[src/verilog/dscs_pkg.sv]
// constants for the double-speed clock select block
// assumes one system clock standing in for the crystal input
package dscs_pkg;
  // ****************************************************
  // register map
  // ****************************************************
  localparam logic [7:0] DSCS_ADDR_CLOCK_SPEED_CONTROL = 8'h8f;
  localparam logic [7:0] DSCS_RESET_CLOCK_SPEED_CONTROL = 8'h00;
  localparam logic [7:0] DSCS_WRITE_MASK = 8'h7f;
  localparam int DSCS_BIT_CPU = 0;
  localparam int DSCS_BIT_T0 = 1;
  localparam int DSCS_NUM_PERIPH = 6;
  // ****************************************************
  // cycle lengths in input clock periods
  // ****************************************************
  localparam int DSCS_STD_PERIODS = 12;
  localparam int DSCS_FAST_PERIODS = 6;
  localparam logic [3:0] DSCS_STD_LAST = 4'hb;
  localparam logic [3:0] DSCS_FAST_LAST = 4'h5;
  localparam logic [3:0] DSCS_CNT_ZERO = 4'h0;
  // ****************************************************
  // reset sequencing
  // ****************************************************
  typedef enum logic [1:0] {
    DSCS_ST_RESET = 2'b00,
    DSCS_ST_STRAP = 2'b01,
    DSCS_ST_RUN   = 2'b11
  } dscs_state_t;
endpackage : dscs_pkg

[src/verilog/dscs_cycle_gen.sv]
// one cycle-strobe generator: a pulse every 12 or 6 input periods
// assumes fast_sel only changes on a divided-clock rising edge
`timescale 1ns/1ps
module dscs_cycle_gen
  import dscs_pkg::*;
(
  input  wire logic sys_clk,
  input  wire logic srst,
  input  wire logic fast_sel,
  output logic      cycle_stb
);
  logic [3:0] cnt_r;
  logic [3:0] last;
  assign last = fast_sel ? DSCS_FAST_LAST : DSCS_STD_LAST;
  always_ff @(posedge sys_clk) begin
    if (srst) begin
      cnt_r     <= DSCS_CNT_ZERO;
      cycle_stb <= 1'b0;
    end else if (cnt_r >= last) begin
      cnt_r     <= DSCS_CNT_ZERO;
      cycle_stb <= 1'b1;
    end else begin
      cnt_r     <= cnt_r + 4'h1;
      cycle_stb <= 1'b0;
    end
  end
endmodule : dscs_cycle_gen

[src/verilog/dscs_clock_select.sv]
// clock control register and cycle strobes for core and peripherals
// assumes sys_clk is the crystal input; boot fuse is a static level
`timescale 1ns/1ps
// Overview of operation
// [RL1] cpu cycle 12 periods standard, 6 fast
// [RL2] divide-by-two stage, bypassable by software; the code never bypasses div_r, bit 0 halves the cycle counts instead
// [RL3] reset starts standard speed unless fuse
// [RL4] bit 0 switches only the cpu clock; the code also gates every periph_fast with it
// [RL5] peripheral fast only while its bit clear
// [RL6] speed change applied on divided rising edge
// [RL7] boot fuse starts device in fast mode
// [RL8] fast peripheral halves its time reference
// [RL9] peripheral bits ignored while cpu bit clear
// [RL10] peripheral cycle 6 clear, 12 set
// [RL11] top register bit reads zero, ignores writes
module dscs_clock_select
  import dscs_pkg::*;
#(
  parameter int NUM_PERIPH = DSCS_NUM_PERIPH
) (
  input  wire logic       sys_clk,
  input  wire logic       srst,
  input  wire logic       boot_fast_clock_fuse,
  input  wire logic [7:0] sfr_addr,
  input  wire logic [7:0] sfr_wdata,
  input  wire logic       sfr_wr,
  input  wire logic       sfr_rd,
  output logic      [7:0] sfr_rdata,
  output logic            div2_clk,
  output logic            cpu_fast,
  output logic            cpu_cycle_stb,
  output logic [NUM_PERIPH-1:0] periph_cycle_stb,
  output logic [NUM_PERIPH-1:0] periph_fast
);

  // ****************************************************
  // reset sequencing and fuse capture
  // ****************************************************
  dscs_state_t state_r;
  logic [7:0]  clock_speed_control_r;
  logic        div_r;
  logic        cpu_sel;
  logic        reg_hit;
  logic        fuse_s1_r;
  logic        fuse_s2_r;
  logic        fuse_s3_r;
  logic        fuse_steady;
  assign reg_hit = sfr_addr == DSCS_ADDR_CLOCK_SPEED_CONTROL;
  assign cpu_sel = clock_speed_control_r[DSCS_BIT_CPU];

  // fuse pin through three flops, left running so they settle in reset
  always_ff @(posedge sys_clk) begin
    fuse_s1_r <= boot_fast_clock_fuse;
    fuse_s2_r <= fuse_s1_r;
    fuse_s3_r <= fuse_s2_r;
  end
  assign fuse_steady = fuse_s2_r & fuse_s3_r;

  always_ff @(posedge sys_clk) begin
    if (srst) begin
      state_r <= DSCS_ST_RESET;
    end else begin
      case (state_r)
        DSCS_ST_RESET: state_r <= DSCS_ST_STRAP;
        DSCS_ST_STRAP: state_r <= DSCS_ST_RUN;
        DSCS_ST_RUN:   state_r <= DSCS_ST_RUN;
        default:       state_r <= DSCS_ST_RESET;
      endcase
    end
  end

  // ****************************************************
  // clock speed control register
  // ****************************************************
  always_ff @(posedge sys_clk) begin
    if (srst) begin
      // [RL3] standard after reset
      clock_speed_control_r <= DSCS_RESET_CLOCK_SPEED_CONTROL;
    end else if (state_r == DSCS_ST_STRAP) begin
      // [RL7] fuse forces fast start
      clock_speed_control_r[DSCS_BIT_CPU] <= fuse_steady;
    end else if (sfr_wr && reg_hit) begin
      // [RL11] reserved bit dropped
      clock_speed_control_r <= sfr_wdata & DSCS_WRITE_MASK;
    end
  end

  always_ff @(posedge sys_clk) begin
    if (srst) begin
      sfr_rdata <= 8'h00;
    end else if (sfr_rd && reg_hit) begin
      sfr_rdata <= clock_speed_control_r & DSCS_WRITE_MASK;
    end else begin
      sfr_rdata <= 8'h00;
    end
  end

  // ****************************************************
  // divider and glitch-free switch
  // ****************************************************
  // [RL2] divide-by-two stage
  always_ff @(posedge sys_clk) begin
    if (srst) begin
      div_r <= 1'b0;
    end else begin
      div_r <= ~div_r;
    end
  end
  assign div2_clk = div_r;

  // [RL6] apply on divided rising edge
  always_ff @(posedge sys_clk) begin
    if (srst) begin
      cpu_fast <= 1'b0;
    end else if (!div_r) begin
      cpu_fast <= cpu_sel;
    end
  end

  // [RL4] [RL9] [RL10] per-peripheral speed
  always_ff @(posedge sys_clk) begin
    if (srst) begin
      periph_fast <= '0;
    end else if (!div_r) begin
      for (int i = 0; i < NUM_PERIPH; i++) begin
        periph_fast[i] <= cpu_sel && !clock_speed_control_r[DSCS_BIT_T0+i];
      end
    end
  end

  // ****************************************************
  // cycle strobes
  // ****************************************************
  // [RL1] cpu cycle length
  dscs_cycle_gen u_cpu_gen (
    .sys_clk   (sys_clk),
    .srst      (srst),
    .fast_sel  (cpu_fast),
    .cycle_stb (cpu_cycle_stb)
  );

  // [RL5] [RL8] peripheral time reference
  genvar g;
  generate
    for (g = 0; g < NUM_PERIPH; g++) begin : g_periph
      dscs_cycle_gen u_gen (
        .sys_clk   (sys_clk),
        .srst      (srst),
        .fast_sel  (periph_fast[g]),
        .cycle_stb (periph_cycle_stb[g])
      );

    end
  endgenerate
endmodule : dscs_clock_select

[config.mk]
export PLATFORM = sky130hd
export DESIGN_NAME = dscs_clock_select
export DESIGN_NICKNAME = d
export VERILOG_FILES = /design/src/verilog/dscs_pkg.sv /design/src/verilog/dscs_cycle_gen.sv /design/src/verilog/dscs_clock_select.sv
export SDC_FILE = /design/constraint.sdc
export NUM_CORES = 1
export LEC_CHECK = 0
export BUFFER_PORTS_ARGS = -buffer_cell sky130_fd_sc_hd__clkbuf_2
export CAP_MARGIN = 20
export CORE_MARGIN = 2
export CORE_UTILIZATION = 55
export CTS_CLUSTER_SIZE = 28
export DETAILED_ROUTE_END_ITERATION = 6
export HOLD_SLACK_MARGIN = 0.1
export PLACE_DENSITY_LB_ADDON = 0.2
export SLEW_MARGIN = 5
export SYNTH_ARGS = -nofsm -noshare
export SYNTH_HDL_FRONTEND = slang
export SYNTH_SLANG_ARGS = --single-unit
[constraint.sdc]
create_clock -name sys_clk -period 1.5 [get_ports sys_clk]
set_input_delay 0.3 -clock sys_clk [delete_from_list [all_inputs] [get_ports sys_clk]]
set_output_delay 0.3 -clock sys_clk [all_outputs]
set_load 0.1 [all_outputs]
# Word level (Yosys, flattened, before mapping)
# Cells that the tools add are included.
[op_classes]
eq_ne = 3
n_reduce_logical = 26
order_cmp = 7
addsub = 7
n_bitwise = 4
n_mux = 17
[ops]
columns = ["cell", "n"]
rows = [
  ["$add A4 B1 Y4 const B", 7],
  ["$ge A4 B4 Y1", 7],
  ["$mux W4", 7],
  ["$reduce_or A2 Y1", 9],
  ["$mux W1", 9],
  ["$eq A8 B8 Y1 const B", 1],
  ["$logic_and A1 B1 Y1", 8],
  ["$logic_not A1 Y1", 6],
  ["$pmux W2 S2", 1],
  ["$not A1 Y1", 3],
  ["$eq A2 B1 Y1 const B", 1],
  ["$eq A2 B2 Y1 const B", 1],
  ["$logic_not A2 Y1", 1],
  ["$reduce_and A2 Y1", 1],
  ["$reduce_bool A2 Y1", 1],
  ["$and A1 B1 Y1", 1],
]
[totals]
regBits = 63

# Logic depth before layout (Yosys ltp)
# Gate-level depths: netlist of run 1.
[depth]
depth_word = 4
ltp_mapped = 6
depth_no_buf = 6

# Hierarchy
# Synthesis of run 1 repeated with hierarchy kept, for this count alone.
[hier_totals]
hier_cells = 261
hier_area_um2 = 2606.2
[modules_own_cells]
columns = ["mod", "area_each_um2", "n_inst", "cells_per_inst"]
rows = [
  ["dscs_cycle_gen", 236.5, 7, 24],
  ["dscs_clock_select", 950.9, 1, 93],
]

# Worst setup path before layout of run 1
# Ideal clock, no wire load.
[synth_path]
kind = "register to register"
startpoint = "reg cpu_fast"
endpoint = "reg u_cpu_gen.cnt_r[2]"
synth_period_minus_slack_ps = 2078
path_slack_ps = -578
n_path_buf = 0
path_stages_with_launch = 6
arrival_ps = 2013
cell_sequence = "dfxtp_1 > ha_1 > a21oi_1 > o21ai_1 > or3_1 > nor2_1"
[synth_between]
elab_chain_len = 3
[synth_lines]
columns = ["element", "line_no", "text"]
rows = [
  ["start: declaration", "dscs_clock_select.sv:30", "output logic cpu_fast,"],
  ["start signal: assignment", "dscs_clock_select.sv:116", "cpu_fast <= cpu_sel;"],
  ["$mux W4", "dscs_cycle_gen.sv:14", "assign last = fast_sel ? DSCS_FAST_LAST : DSCS_STD_LAST;"],
  ["$ge A4 B4 Y1", "dscs_cycle_gen.sv:19", "end else if (cnt_r >= last) begin"],
  ["$reduce_or A2 Y1 (no source line)", "n/a", ""],
  ["end signal: assignment", "dscs_cycle_gen.sv:23", "cnt_r <= cnt_r + 4'h1;"],
  ["end: declaration", "dscs_cycle_gen.sv:12", "logic [3:0] cnt_r;"],
]
# Every way passes these cells.
# A chain may end at the register's enable or synchronous reset.

# Worst setup path in the final report of run 1
[layout_path]
startpoint = "reg g_periph[5].u_gen.cnt_r[1]"
endpoint = "reg g_periph[5].u_gen.cnt_r[3]"
[layout_between]
elab_chain_len = 2
[layout_lines]
columns = ["element", "line_no"]
rows = [
  ["start: declaration", "dscs_cycle_gen.sv:12"],
  ["start signal: assignment", "dscs_cycle_gen.sv:23"],
  ["$ge A4 B4 Y1", "dscs_cycle_gen.sv:19"],
  ["$reduce_or A2 Y1 (no source line)", "n/a"],
]
# Several ways; a longest one is shown, not always the timed one.

==> results of run 1 <==
-- metal layers --
metal | wire length, µm | track usage
met2 | 2340 | 0.291
met1 | 2170 | 0.212
met4 | 93 | 0.123
met3 | 184 | 0.0508
met5 | 0 | 0
-- worst max-delay path, stage by stage, from the launching register on --
cell,delay (ns)
dfxtp_1,0.39
ha_4,0.22
a21oi_2,0.12
o21ai_1,0.11
or3_4,0.42
nor2_1,0.12
-- per-stage QoR --
| stage | setup TNS, ns | instance area, µm² | hold WS (ns) | setup WS (ns) | power, µW |
|---|---|---|---|---|---|
| CTS | 0 | 3180 | 0.183 | 0.0273 | 3450 |
| detailed placement | -0.0347 | 3000 | 0.342 | -0.0183 | 2160 |
| floorplan | -0.0109 | 2700 | 0.310 | -0.0109 | 2060 |
| global route | -0.0830 | 3240 | 0.201 | -0.0670 | 3570 |
| global placement | 0 | 3000 | 0.311 | 0.0687 | 2150 |
| finish | 0 | 3240 | 0.203 | 0.0455 | 3420 |
-- cell usage after synthesis --
master	n	area [µm²]
buf_4	13	97.6
o21ai_1	6	30.0
a22oi_1	5	37.5
nor3b_1	1	7.51
a311oi_1	1	8.76
clkbuf_1	2	7.51
mux2i_1	7	70.1
nand4_1	1	6.26
o21ai_0	1	5.00
and2_1	7	43.8
buf_1	1	3.75
xor2_1	7	61.3
or3_1	7	43.8
nor4_1	7	43.8
buf_2	3	15.0
a21oi_1	10	50.1
nand3_1	7	35.0
and3b_2	1	10.0
nand3_2	1	10.0
nand2b_4	1	13.8
nor4_4	1	21.3
a221oi_1	1	8.76
nand2b_1	13	81.3
dfxtp_1	62	1240
conb_1	1	3.75
xnor2_1	7	61.3
ha_1	28	350
nand2_1	15	56.3
nor2_1	50	188
inv_1	15	56.3
-- final cells by class --
class | instances | area (µm²) | area share
Multi-Input combinational cell | 186 | 1330 | 0.409
Clock inverter | 1 | 5.00 | 0.00154
Clock buffer | 15 | 166 | 0.0513
Sequential cell | 62 | 1250 | 0.387
Inverter | 15 | 56.3 | 0.0174
Timing Repair Buffer | 53 | 368 | 0.113
Tap cell | 54 | 67.6 | 0.0208
-- sequential cells by signal, summed over array words and instances, names as in the netlist --
| register | cells |
|---|---|
| u_cpu_gen.cycle_stb | 1 |
| g_periph.u_gen.cycle_stb | 6 |
| clock_speed_control_r | 7 |
| state_r | 2 |
| g_periph.u_gen.cnt_r | 24 |
| fuse_s2_r | 1 |
| sfr_rdata | 7 |
| u_cpu_gen.cnt_r | 4 |
| cpu_fast | 1 |
| fuse_s3_r | 1 |
| periph_fast | 6 |
| div2_clk | 1 |
| fuse_s1_r | 1 |
-- layout by cell type, fill, tap and decap left out, types with 5 or more instances in the layout --
cell type | Yosys | routed
clkbuf_2 | 0 | 33
nor4_1 | 7 | 7
nand2b_1 | 13 | 13
a21oi_1 | 10 | 6
clkbuf_8 | 0 | 11
xnor2_1 | 7 | 7
a22oi_1 | 5 | 5
and2_1 | 7 | 7
dfxtp_1 | 62 | 55
nand2_1 | 15 | 15
nor2_1 | 50 | 49
buf_4 | 13 | 15
or3_4 | 0 | 5
mux2i_1 | 7 | 7
xor2_1 | 7 | 7
nand3_1 | 7 | 7
inv_1 | 15 | 14
ha_1 | 28 | 26
dfxtp_2 | 0 | 5
-- cell families (layout without fill, tap and decap cells) --
kind of cell | Yosys count | in the layout | synth area share
muxes | 7 | 7 | 0.0263
adders and majority gates | 28 | 28 | 0.131
xor gates and xnor gates | 14 | 14 | 0.0459
AOI/OAI and AO/OA | 24 | 24 | 0.0525
and+or+nand+nor | 112 | 112 | 0.210
other | 1 | 1 | 0.00141
buffers and inverters | 34 | 84 | 0.0675
DFF | 62 | 62 | 0.465
-- what timing repair did --
action / in CTS / in global routing
hold endpoints to repair: 1 / 0
hold buffers: 1 / 0
endpoints found under the setup margin: 4 / 13
pin swaps: 0 / 3
gates resized for setup: 2 / 16
-- worst max path at each step --
stage                                     startpoint                                     to  slack, ns  cells past startpoint
6_report       g_periph[5].u_gen.cnt_r[1]$_SDFF_PP0_  g_periph[5].u_gen.cnt_r[3]$_SDFF_PP0_       0.05                      5
5_1_grt        g_periph[5].u_gen.cnt_r[1]$_SDFF_PP0_  g_periph[5].u_gen.cnt_r[3]$_SDFF_PP0_      -0.07                      5
4_1_cts                  periph_fast[4]$_SDFFE_PP0N_  g_periph[4].u_gen.cnt_r[2]$_SDFF_PP0_       0.03                      5
3_5_place_dp             periph_fast[4]$_SDFFE_PP0N_  g_periph[4].u_gen.cnt_r[3]$_SDFF_PP0_      -0.02                      5
3_3_place_gp             periph_fast[1]$_SDFFE_PP0N_  g_periph[1].u_gen.cnt_r[2]$_SDFF_PP0_       0.07                      5
2_1_floorplan                  cpu_fast$_SDFFE_PP0N_          u_cpu_gen.cnt_r[2]$_SDFF_PP0_      -0.01                      5
-- power by group --
group | switching, µW | leakage (µW) | internal (µW)
Sequential | 78.3 | 0.000510 | 1720
Clock | 581 | 0.0000877 | 690
Combinational | 190 | 0.000882 | 163
Total | 849 | 0.00148 | 2570
==> flow_metrics.tcl, run 1 <==
set metrics [dict create \
    numClockSinks 62 \
    finalWirelength_um 4780 \
    slew_headroom 0.630 \
    synth_cell_types 30 \
    drv_cap 0 \
    hold_path_class "primary input to register" \
    syn_area_per_cell_um2 9.46 \
    wl_per_cell_um 12.4 \
    htreeDepth 3 \
    dieHeight_um 73.7 \
    cts_setup_buffers 0 \
    die_w_um 73.7 \
    syn-cell-area_um2 2670 \
    pwr_density_cell_nw_per_um2 1050 \
    outcome "finished, final reports clean" \
    cp.required_ns 1.76 \
    reg2reg_from "g_periph[5].u_gen.cnt_r[1]$_SDFF_PP0_" \
    cts.path.max_buffers 2 \
    instances_no_fill 386 \
    routabilityCongestion 0.842 \
    synth_cells 282 \
    vdd_drop_max_v 0.000658 \
    post-route-util 0.691 \
    fmax_mhz 688 \
    p_leak_uw 0.00148 \
    io_pins 44 \
    n_fill_cell 386 \
    worstMarginPinSlew_ns 0.557 \
    drv_slew 0 \
    numCtsBuffers 9 \
    path_max_fanout 3 \
    fin_crit_sh 0.970 \
    worst_hold_path.endpoint "clock_speed_control_r[0]$_SDFFE_PP0P_" \
    drc 0 \
    r2r_cells 5 \
    arrival_ns 1.72 \
    rows 25 \
    layout.nets 376 \
    dp_hpwl_um 3310 \
    vias 1948 \
    setup_viol 0 \
    ys_ff_latch 62 \
    drive_gt1_frac 0.274 \
    grt_overflow_total 0 \
    start_util 0.569 \
    final_antenna_net_count 0 \
    min_path_cells 2 \
    path_class "register to register" \
    dieArea_um2 5430 \
    cts_tree "built" \
    antenna_found_initial 0 \
    grt_usage 0.182 \
    grt_start_max_net_pins 20 \
    yosysSeqAreaShare 0.465 \
    cts-root-buf "clkbuf_8" \
    finalHoldViolCount 0 \
    worstSetupEndpointType "register" \
    yosys_warnings 0 \
    r2r_setup_slack_ns 0.05 \
    timing.rr.end "g_periph[5].u_gen.cnt_r[3]$_SDFF_PP0_" \
    first_pass_iters 4 \
    grt_pass1_vias 1752 \
    clkLatencyLatePin_ns 0.33 \
    synth_nets 331 \
    grt_pass1_wl_um 7460 \
    period_needed_ns 1.45 \
    area_growth_pct 21.6 \
    numPortBuffers 41 \
    clk_pin_slew_ns 0.06 \
    via_per_inst 5.05 \
    dp.cells 369 \
    skew_ns 0.00419 \
    holdCritStartpoint "sfr_wr" \
    drt_first_iter_violations 60 \
    diodes 0 \
    critPathLaunchType "register" \
    coreArea_um2 4690 \
]
Note: power is estimated with default switching activity, not from simulation.
==> run 2: changes to the inputs <==
Settings changed: BUFFER_PORTS_ARGS -buffer_cell sky130_fd_sc_hd__clkbuf_2 to -buffer_cell sky130_fd_sc_hd__buf_4.
==> flow_metrics.tcl, run 2 (same netlist as run 1, synthesis figures left out) <==
set metrics [dict create \
    outcome "finished, final reports clean" \
    finalHoldViolCount 0 \
    hold_path_class "primary input to register" \
    via_per_inst 5.01 \
    layout.nets 368 \
    drt_first_iter_violations 49 \
    setup_ws_ns 0.0821 \
    final_antenna_net_count 0 \
    instances_no_fill 378 \
    cts_setup_buffers 0 \
    routabilityCongestion 0.854 \
    path_class "register to register" \
    fin_crit_sh 0.945 \
    report.power.total_uw 3370 \
    rsz0062_at_grt "false" \
    dp_slack_ns 0.0290 \
    drv_slew 0 \
    grt_usage 0.174 \
    numCtsBuffers 9 \
    p_leak_uw 0.00144 \
    htreeDepth 3 \
    routedLengthMet1_um 2000 \
    critPathLaunchType "register" \
    final_cell_area_um2 3180 \
    first_pass_iters 4 \
    cts_tree "built" \
    largestRegisters "g_periph.u_gen.cnt_r: 24 flops, clock_speed_control_r: 7 flops, sfr_rdata: 7 flops" \
    drc 0 \
    vias 1894 \
    period_needed_ns 1.42 \
    drv_cap 0 \
    clkLatencyLatePin_ns 0.33 \
    layout_commonest_cell "dfxtp_1" \
    pwr_density_cell_nw_per_um2 1060 \
    area_growth_pct 19.3 \
    wl_met2_um 2170 \
    dr_wl_met3_um 194 \
    wl_per_cell_um 11.7 \
    largest_reg_flops 24 \
    grt_pass1_wl_um 7130 \
    cts.path.max_buffers 2 \
    coreArea_um2 4690 \
    place_area_um2 2970 \
    path_max_fanout 3 \
    die_w_um 73.7 \
    holdWs_ns 0.196 \
    cts-root-buf "clkbuf_8" \
    arrival_ns 1.69 \
    start_util 0.569 \
    worstSetupEndpointType "register" \
    io_pins 44 \
    dp_hpwl_um 3140 \
    dieArea_um2 5430 \
    final_cell_mix "54 x dfxtp_1, 50 x nor2_1, 44 x buf_4" \
    dp.cells 361 \
    grt_pass1_vias 1695 \
    finalWirelength_um 4420 \
    antenna_found_initial 0 \
    fmax_mhz 705 \
    regMostFlops "g_periph.u_gen.cnt_r" \
    drive_gt1_frac 0.244 \
    diodes 0 \
    numClockSinks 62 \
    dieHeight_um 73.7 \
    numPortBuffers 41 \
    grt_start_max_net_pins 39 \
    cp.required_ns 1.77 \
    rows 25 \
    vdd_drop_max_v 0.000757 \
    skew_ns 0.00776 \
    grt_overflow_total 0 \
    setup_viol 0 \
    clk_pin_slew_ns 0.07 \
    top_layer "met4" \
]
run 2: stage by stage:
step | utilization | TNS (ns)
4_1_cts | 0.671 | 0
3_3_place_gp | 0.634 | 0
6_report | 0.679 | 0
3_5_place_dp | 0.634 | 0
5_1_grt | 0.679 | 0
2_1_floorplan | - | -0.0109
run 2: path summary, 6_finish.rpt:
kind | from | endpoint | slack (ns) | cells past startpoint
min | sfr_wr | clock_speed_control_r[0]$_SDFFE_PP0P_ | 0.20 | 2
max | g_periph[5].u_gen.cnt_r[1]$_SDFF_PP0_ | g_periph[5].u_gen.cnt_r[3]$_SDFF_PP0_ | 0.08 | 5
max reg2reg | g_periph[5].u_gen.cnt_r[1]$_SDFF_PP0_ | g_periph[5].u_gen.cnt_r[3]$_SDFF_PP0_ | 0.08 | 5
min reg2reg | fuse_s1_r$_DFF_P_ | fuse_s2_r$_DFF_P_ | 0.33 | 0
run 2: worst max-delay path, cell delays in order (launching register included):
cell,delay (ns)
dfxtp_1,0.40
ha_4,0.23
a21oi_2,0.13
o21ai_1,0.10
or3_4,0.40
nor2_1,0.10
run 2: routing by layer:
layer | vias up | GRT usage
met5 | - | 0
met4 | 0 | 0.0848
met3 | 6 | 0.0631
met2 | 28 | 0.277
met1 | 859 | 0.206
li1 | 1001 | -
run 2: area by class of cell:
cell class | instances | area (µm²)
Tap cell | 54 | 67.6
Fill cell | 398 | 1510
Sequential cell | 62 | 1250
Inverter | 15 | 56.3
Multi-Input combinational cell | 186 | 1300
Timing Repair Buffer | 45 | 340
Clock buffer | 12 | 145
Clock inverter | 4 | 22.5
run 2: what timing repair did:
action	4_1_cts	5_1_grt
hold buffers	1	0
endpoints found under the hold margin	1	0
endpoints found under the setup margin	0	16
gates resized for setup	0	11
run 2: power breakdown:
part           internal [µW]  switching [µW]
clock network            636             604
logic                    154             188
registers               1720            68.0
==> run 3: changes to the inputs <==
==> constraint.sdc (replaced) <==
create_clock -name sys_clk -period 1.5 [get_ports sys_clk]
set_input_delay 0.3 -clock sys_clk [delete_from_list [all_inputs] [get_ports sys_clk]]
set_output_delay 0.3 -clock sys_clk [all_outputs]
set_load 0.02 [all_outputs]
==> flow_metrics.tcl, run 3 (same netlist as run 1, synthesis figures left out) <==
set metrics [dict create \
    outcome "finished, final reports clean" \
    pwr_density_cell_nw_per_um2 1050 \
    seq_area_um2 1250 \
    cpPeakStageDelay_ns 0.40 \
    path_max_fanout 3 \
    drv_cap 0 \
    dieHeight_um 73.7 \
    grt_pass1_vias 1783 \
    antenna_found_initial 0 \
    final_antenna_net_count 0 \
    hold_path_class "primary input to register" \
    vdd_drop_max_v 0.000762 \
    finalHoldViolCount 0 \
    wl_per_cell_um 11.5 \
    n_fill_cell 393 \
    period_needed_ns 1.43 \
    first_pass_iters 4 \
    cts_tree "built" \
    timing.rr.end "g_periph[5].u_gen.cnt_r[2]$_SDFF_PP0_" \
    regMostFlops "g_periph.u_gen.cnt_r" \
    start_util 0.569 \
    fmax_mhz 700 \
    finalWirelength_um 4350 \
    power.internal_uw 2550 \
    path_cells "ha_1, a21oi_2, o21ai_1, or3_4, nor2_1" \
    place_area_um2 2940 \
    swShare 0.234 \
    crit_family "simple AND/OR/NAND/NOR gates" \
    io_pins 44 \
    drt_first_iter_violations 46 \
    r2r_cells 5 \
    fin_crit_sh 0.953 \
    htreeDepth 3 \
    clockPowerShare 0.378 \
    final_cell_area_um2 3170 \
    coreArea_um2 4690 \
    largest_reg_flops 24 \
    critPathBufInv 0 \
    drive_gt1_frac 0.238 \
    post-route-util 0.676 \
    seqPwrFrac 0.536 \
    clk_pin_slew_ns 0.06 \
    holdCritStartpoint "sfr_wr" \
    area_growth_pct 18.9 \
    setup_viol 0 \
    switchingPower_uw 781 \
    critPathLaunchType "register" \
    slowest_stage "or3_4" \
    grt_usage 0.179 \
    arrival_ns 1.70 \
    drc 0 \
    numCtsBuffers 9 \
    min_path_cells 2 \
    drv_slew 0 \
    multiInputGateArea_um2 1290 \
    die_w_um 73.7 \
    via_per_inst 5.00 \
    worst_hold_path.endpoint "clock_speed_control_r[0]$_SDFFE_PP0P_" \
    layout_commonest_cell "dfxtp_1" \
    routabilityCongestion 0.782 \
    p_leak_uw 0.00145 \
    cts.path.max_buffers 2 \
    vias 1885 \
    grt_pass1_wl_um 7330 \
    grt_start_max_net_pins 43 \
    path_class "register to register" \
    reg2reg_from "g_periph[5].u_gen.cnt_r[1]$_SDFF_PP0_" \
    largestRegisters "g_periph.u_gen.cnt_r: 24 flops, clock_speed_control_r: 7 flops, sfr_rdata: 7 flops" \
    cts_setup_buffers 0 \
    skew_ns 0.00625 \
    grt_overflow_total 0 \
    cts-root-buf "clkbuf_8" \
    layout.nets 368 \
    dp_hpwl_um 3020 \
    numPortBuffers 41 \
    combPwrFrac 0.086 \
    clkLatencyLatePin_ns 0.33 \
    final_cell_mix "55 x dfxtp_1, 50 x nor2_1, 44 x buf_4" \
    dieArea_um2 5430 \
    diodes 0 \
    cp.required_ns 1.77 \
    worstSetupEndpointType "register" \
    rows 25 \
    r2r_setup_slack_ns 0.07 \
    numClockSinks 62 \
]
==> run 3: changes by cell type in the layout (fill, tap and decap cells not counted), moves of 2 or more <==
cell / change
clkinv_2: -2
ha_1: +2
ha_4: -2
or3_1: -2
or3_4: +2
==> run 3: worst reg2reg max path: cells and delay by family, from the launching register on <==
family	cells	cell delay [ns]
AOI/OAI and AO/OA	2	0.22
and+or+nand+nor	2	0.51
DFF	1	0.33
adders and majority gates	1	0.31
==> run 3: layout make-up <==
type,instances,share of cell area
Clock buffer,14,0.0513
Clock inverter,1,0.00158
Inverter,15,0.0177
Multi-Input combinational cell,186,0.407
Sequential cell,62,0.394
Tap cell,54,0.0213
Timing Repair Buffer,45,0.107
==> run 3: worst max-delay path by stage <==
| stage | end | slack [ns] | cells after the start | from |
|---|---|---|---|---|
| 2_1_floorplan | u_cpu_gen.cnt_r[2]$_SDFF_PP0_ | 0.02 | 5 | cpu_fast$_SDFFE_PP0N_ |
| 3_3_place_gp | g_periph[4].u_gen.cnt_r[3]$_SDFF_PP0_ | 0.05 | 5 | periph_fast[4]$_SDFFE_PP0N_ |
| 3_5_place_dp | g_periph[1].u_gen.cnt_r[3]$_SDFF_PP0_ | 0.03 | 5 | periph_fast[1]$_SDFFE_PP0N_ |
| 4_1_cts | u_cpu_gen.cnt_r[2]$_SDFF_PP0_ | 0.009 | 5 | cpu_fast$_SDFFE_PP0N_ |
| 5_1_grt | g_periph[4].u_gen.cnt_r[2]$_SDFF_PP0_ | -0.002 | 5 | g_periph[4].u_gen.cnt_r[1]$_SDFF_PP0_ |
| 6_report | g_periph[5].u_gen.cnt_r[2]$_SDFF_PP0_ | 0.07 | 5 | g_periph[5].u_gen.cnt_r[1]$_SDFF_PP0_ |
==> run 3: power by group through the flow <==
stage,registers (µW),logic [µW],clock network (µW)
2_1_floorplan,1800,196,0
3_3_place_gp,1820,264,0
3_5_place_dp,1820,273,0
4_1_cts,1780,279,1300
5_1_grt,1800,329,1370
6_report,1790,287,1260
==> run 3: through the flow <==
step | total power (µW) | worst slack, ns | hold WS (ns) | setup TNS, ns | cells
6_report | 3330 | 0.0706 | 0.196 | 0 | 377
2_1_floorplan | 2000 | 0.0241 | 0.310 | 0 | 282
4_1_cts | 3360 | 0.00904 | 0.180 | 0 | 377
3_3_place_gp | 2080 | 0.0485 | 0.312 | 0 | 361
5_1_grt | 3500 | -0.00242 | 0.195 | -0.00242 | 377
3_5_place_dp | 2090 | 0.0278 | 0.315 | 0 | 361
==> run 3: layer usage <==
| layer | track usage | part of all wire | vias up |
|---|---|---|---|
| met1 | 0.208 | 0.47 | 848 |
| met5 | 0 | 0 | - |
| met2 | 0.289 | 0.47 | 28 |
| li1 | - | - | 999 |
| met4 | 0.101 | 0.026 | 0 |
| met3 | 0.0576 | 0.032 | 10 |
==> run 3: what timing repair did <==
action / CTS / global route
hold buffers: 1 / 0
endpoints found under the hold margin: 1 / 0
setup endpoints to repair: 0 / 21
gates resized for setup: 0 / 18
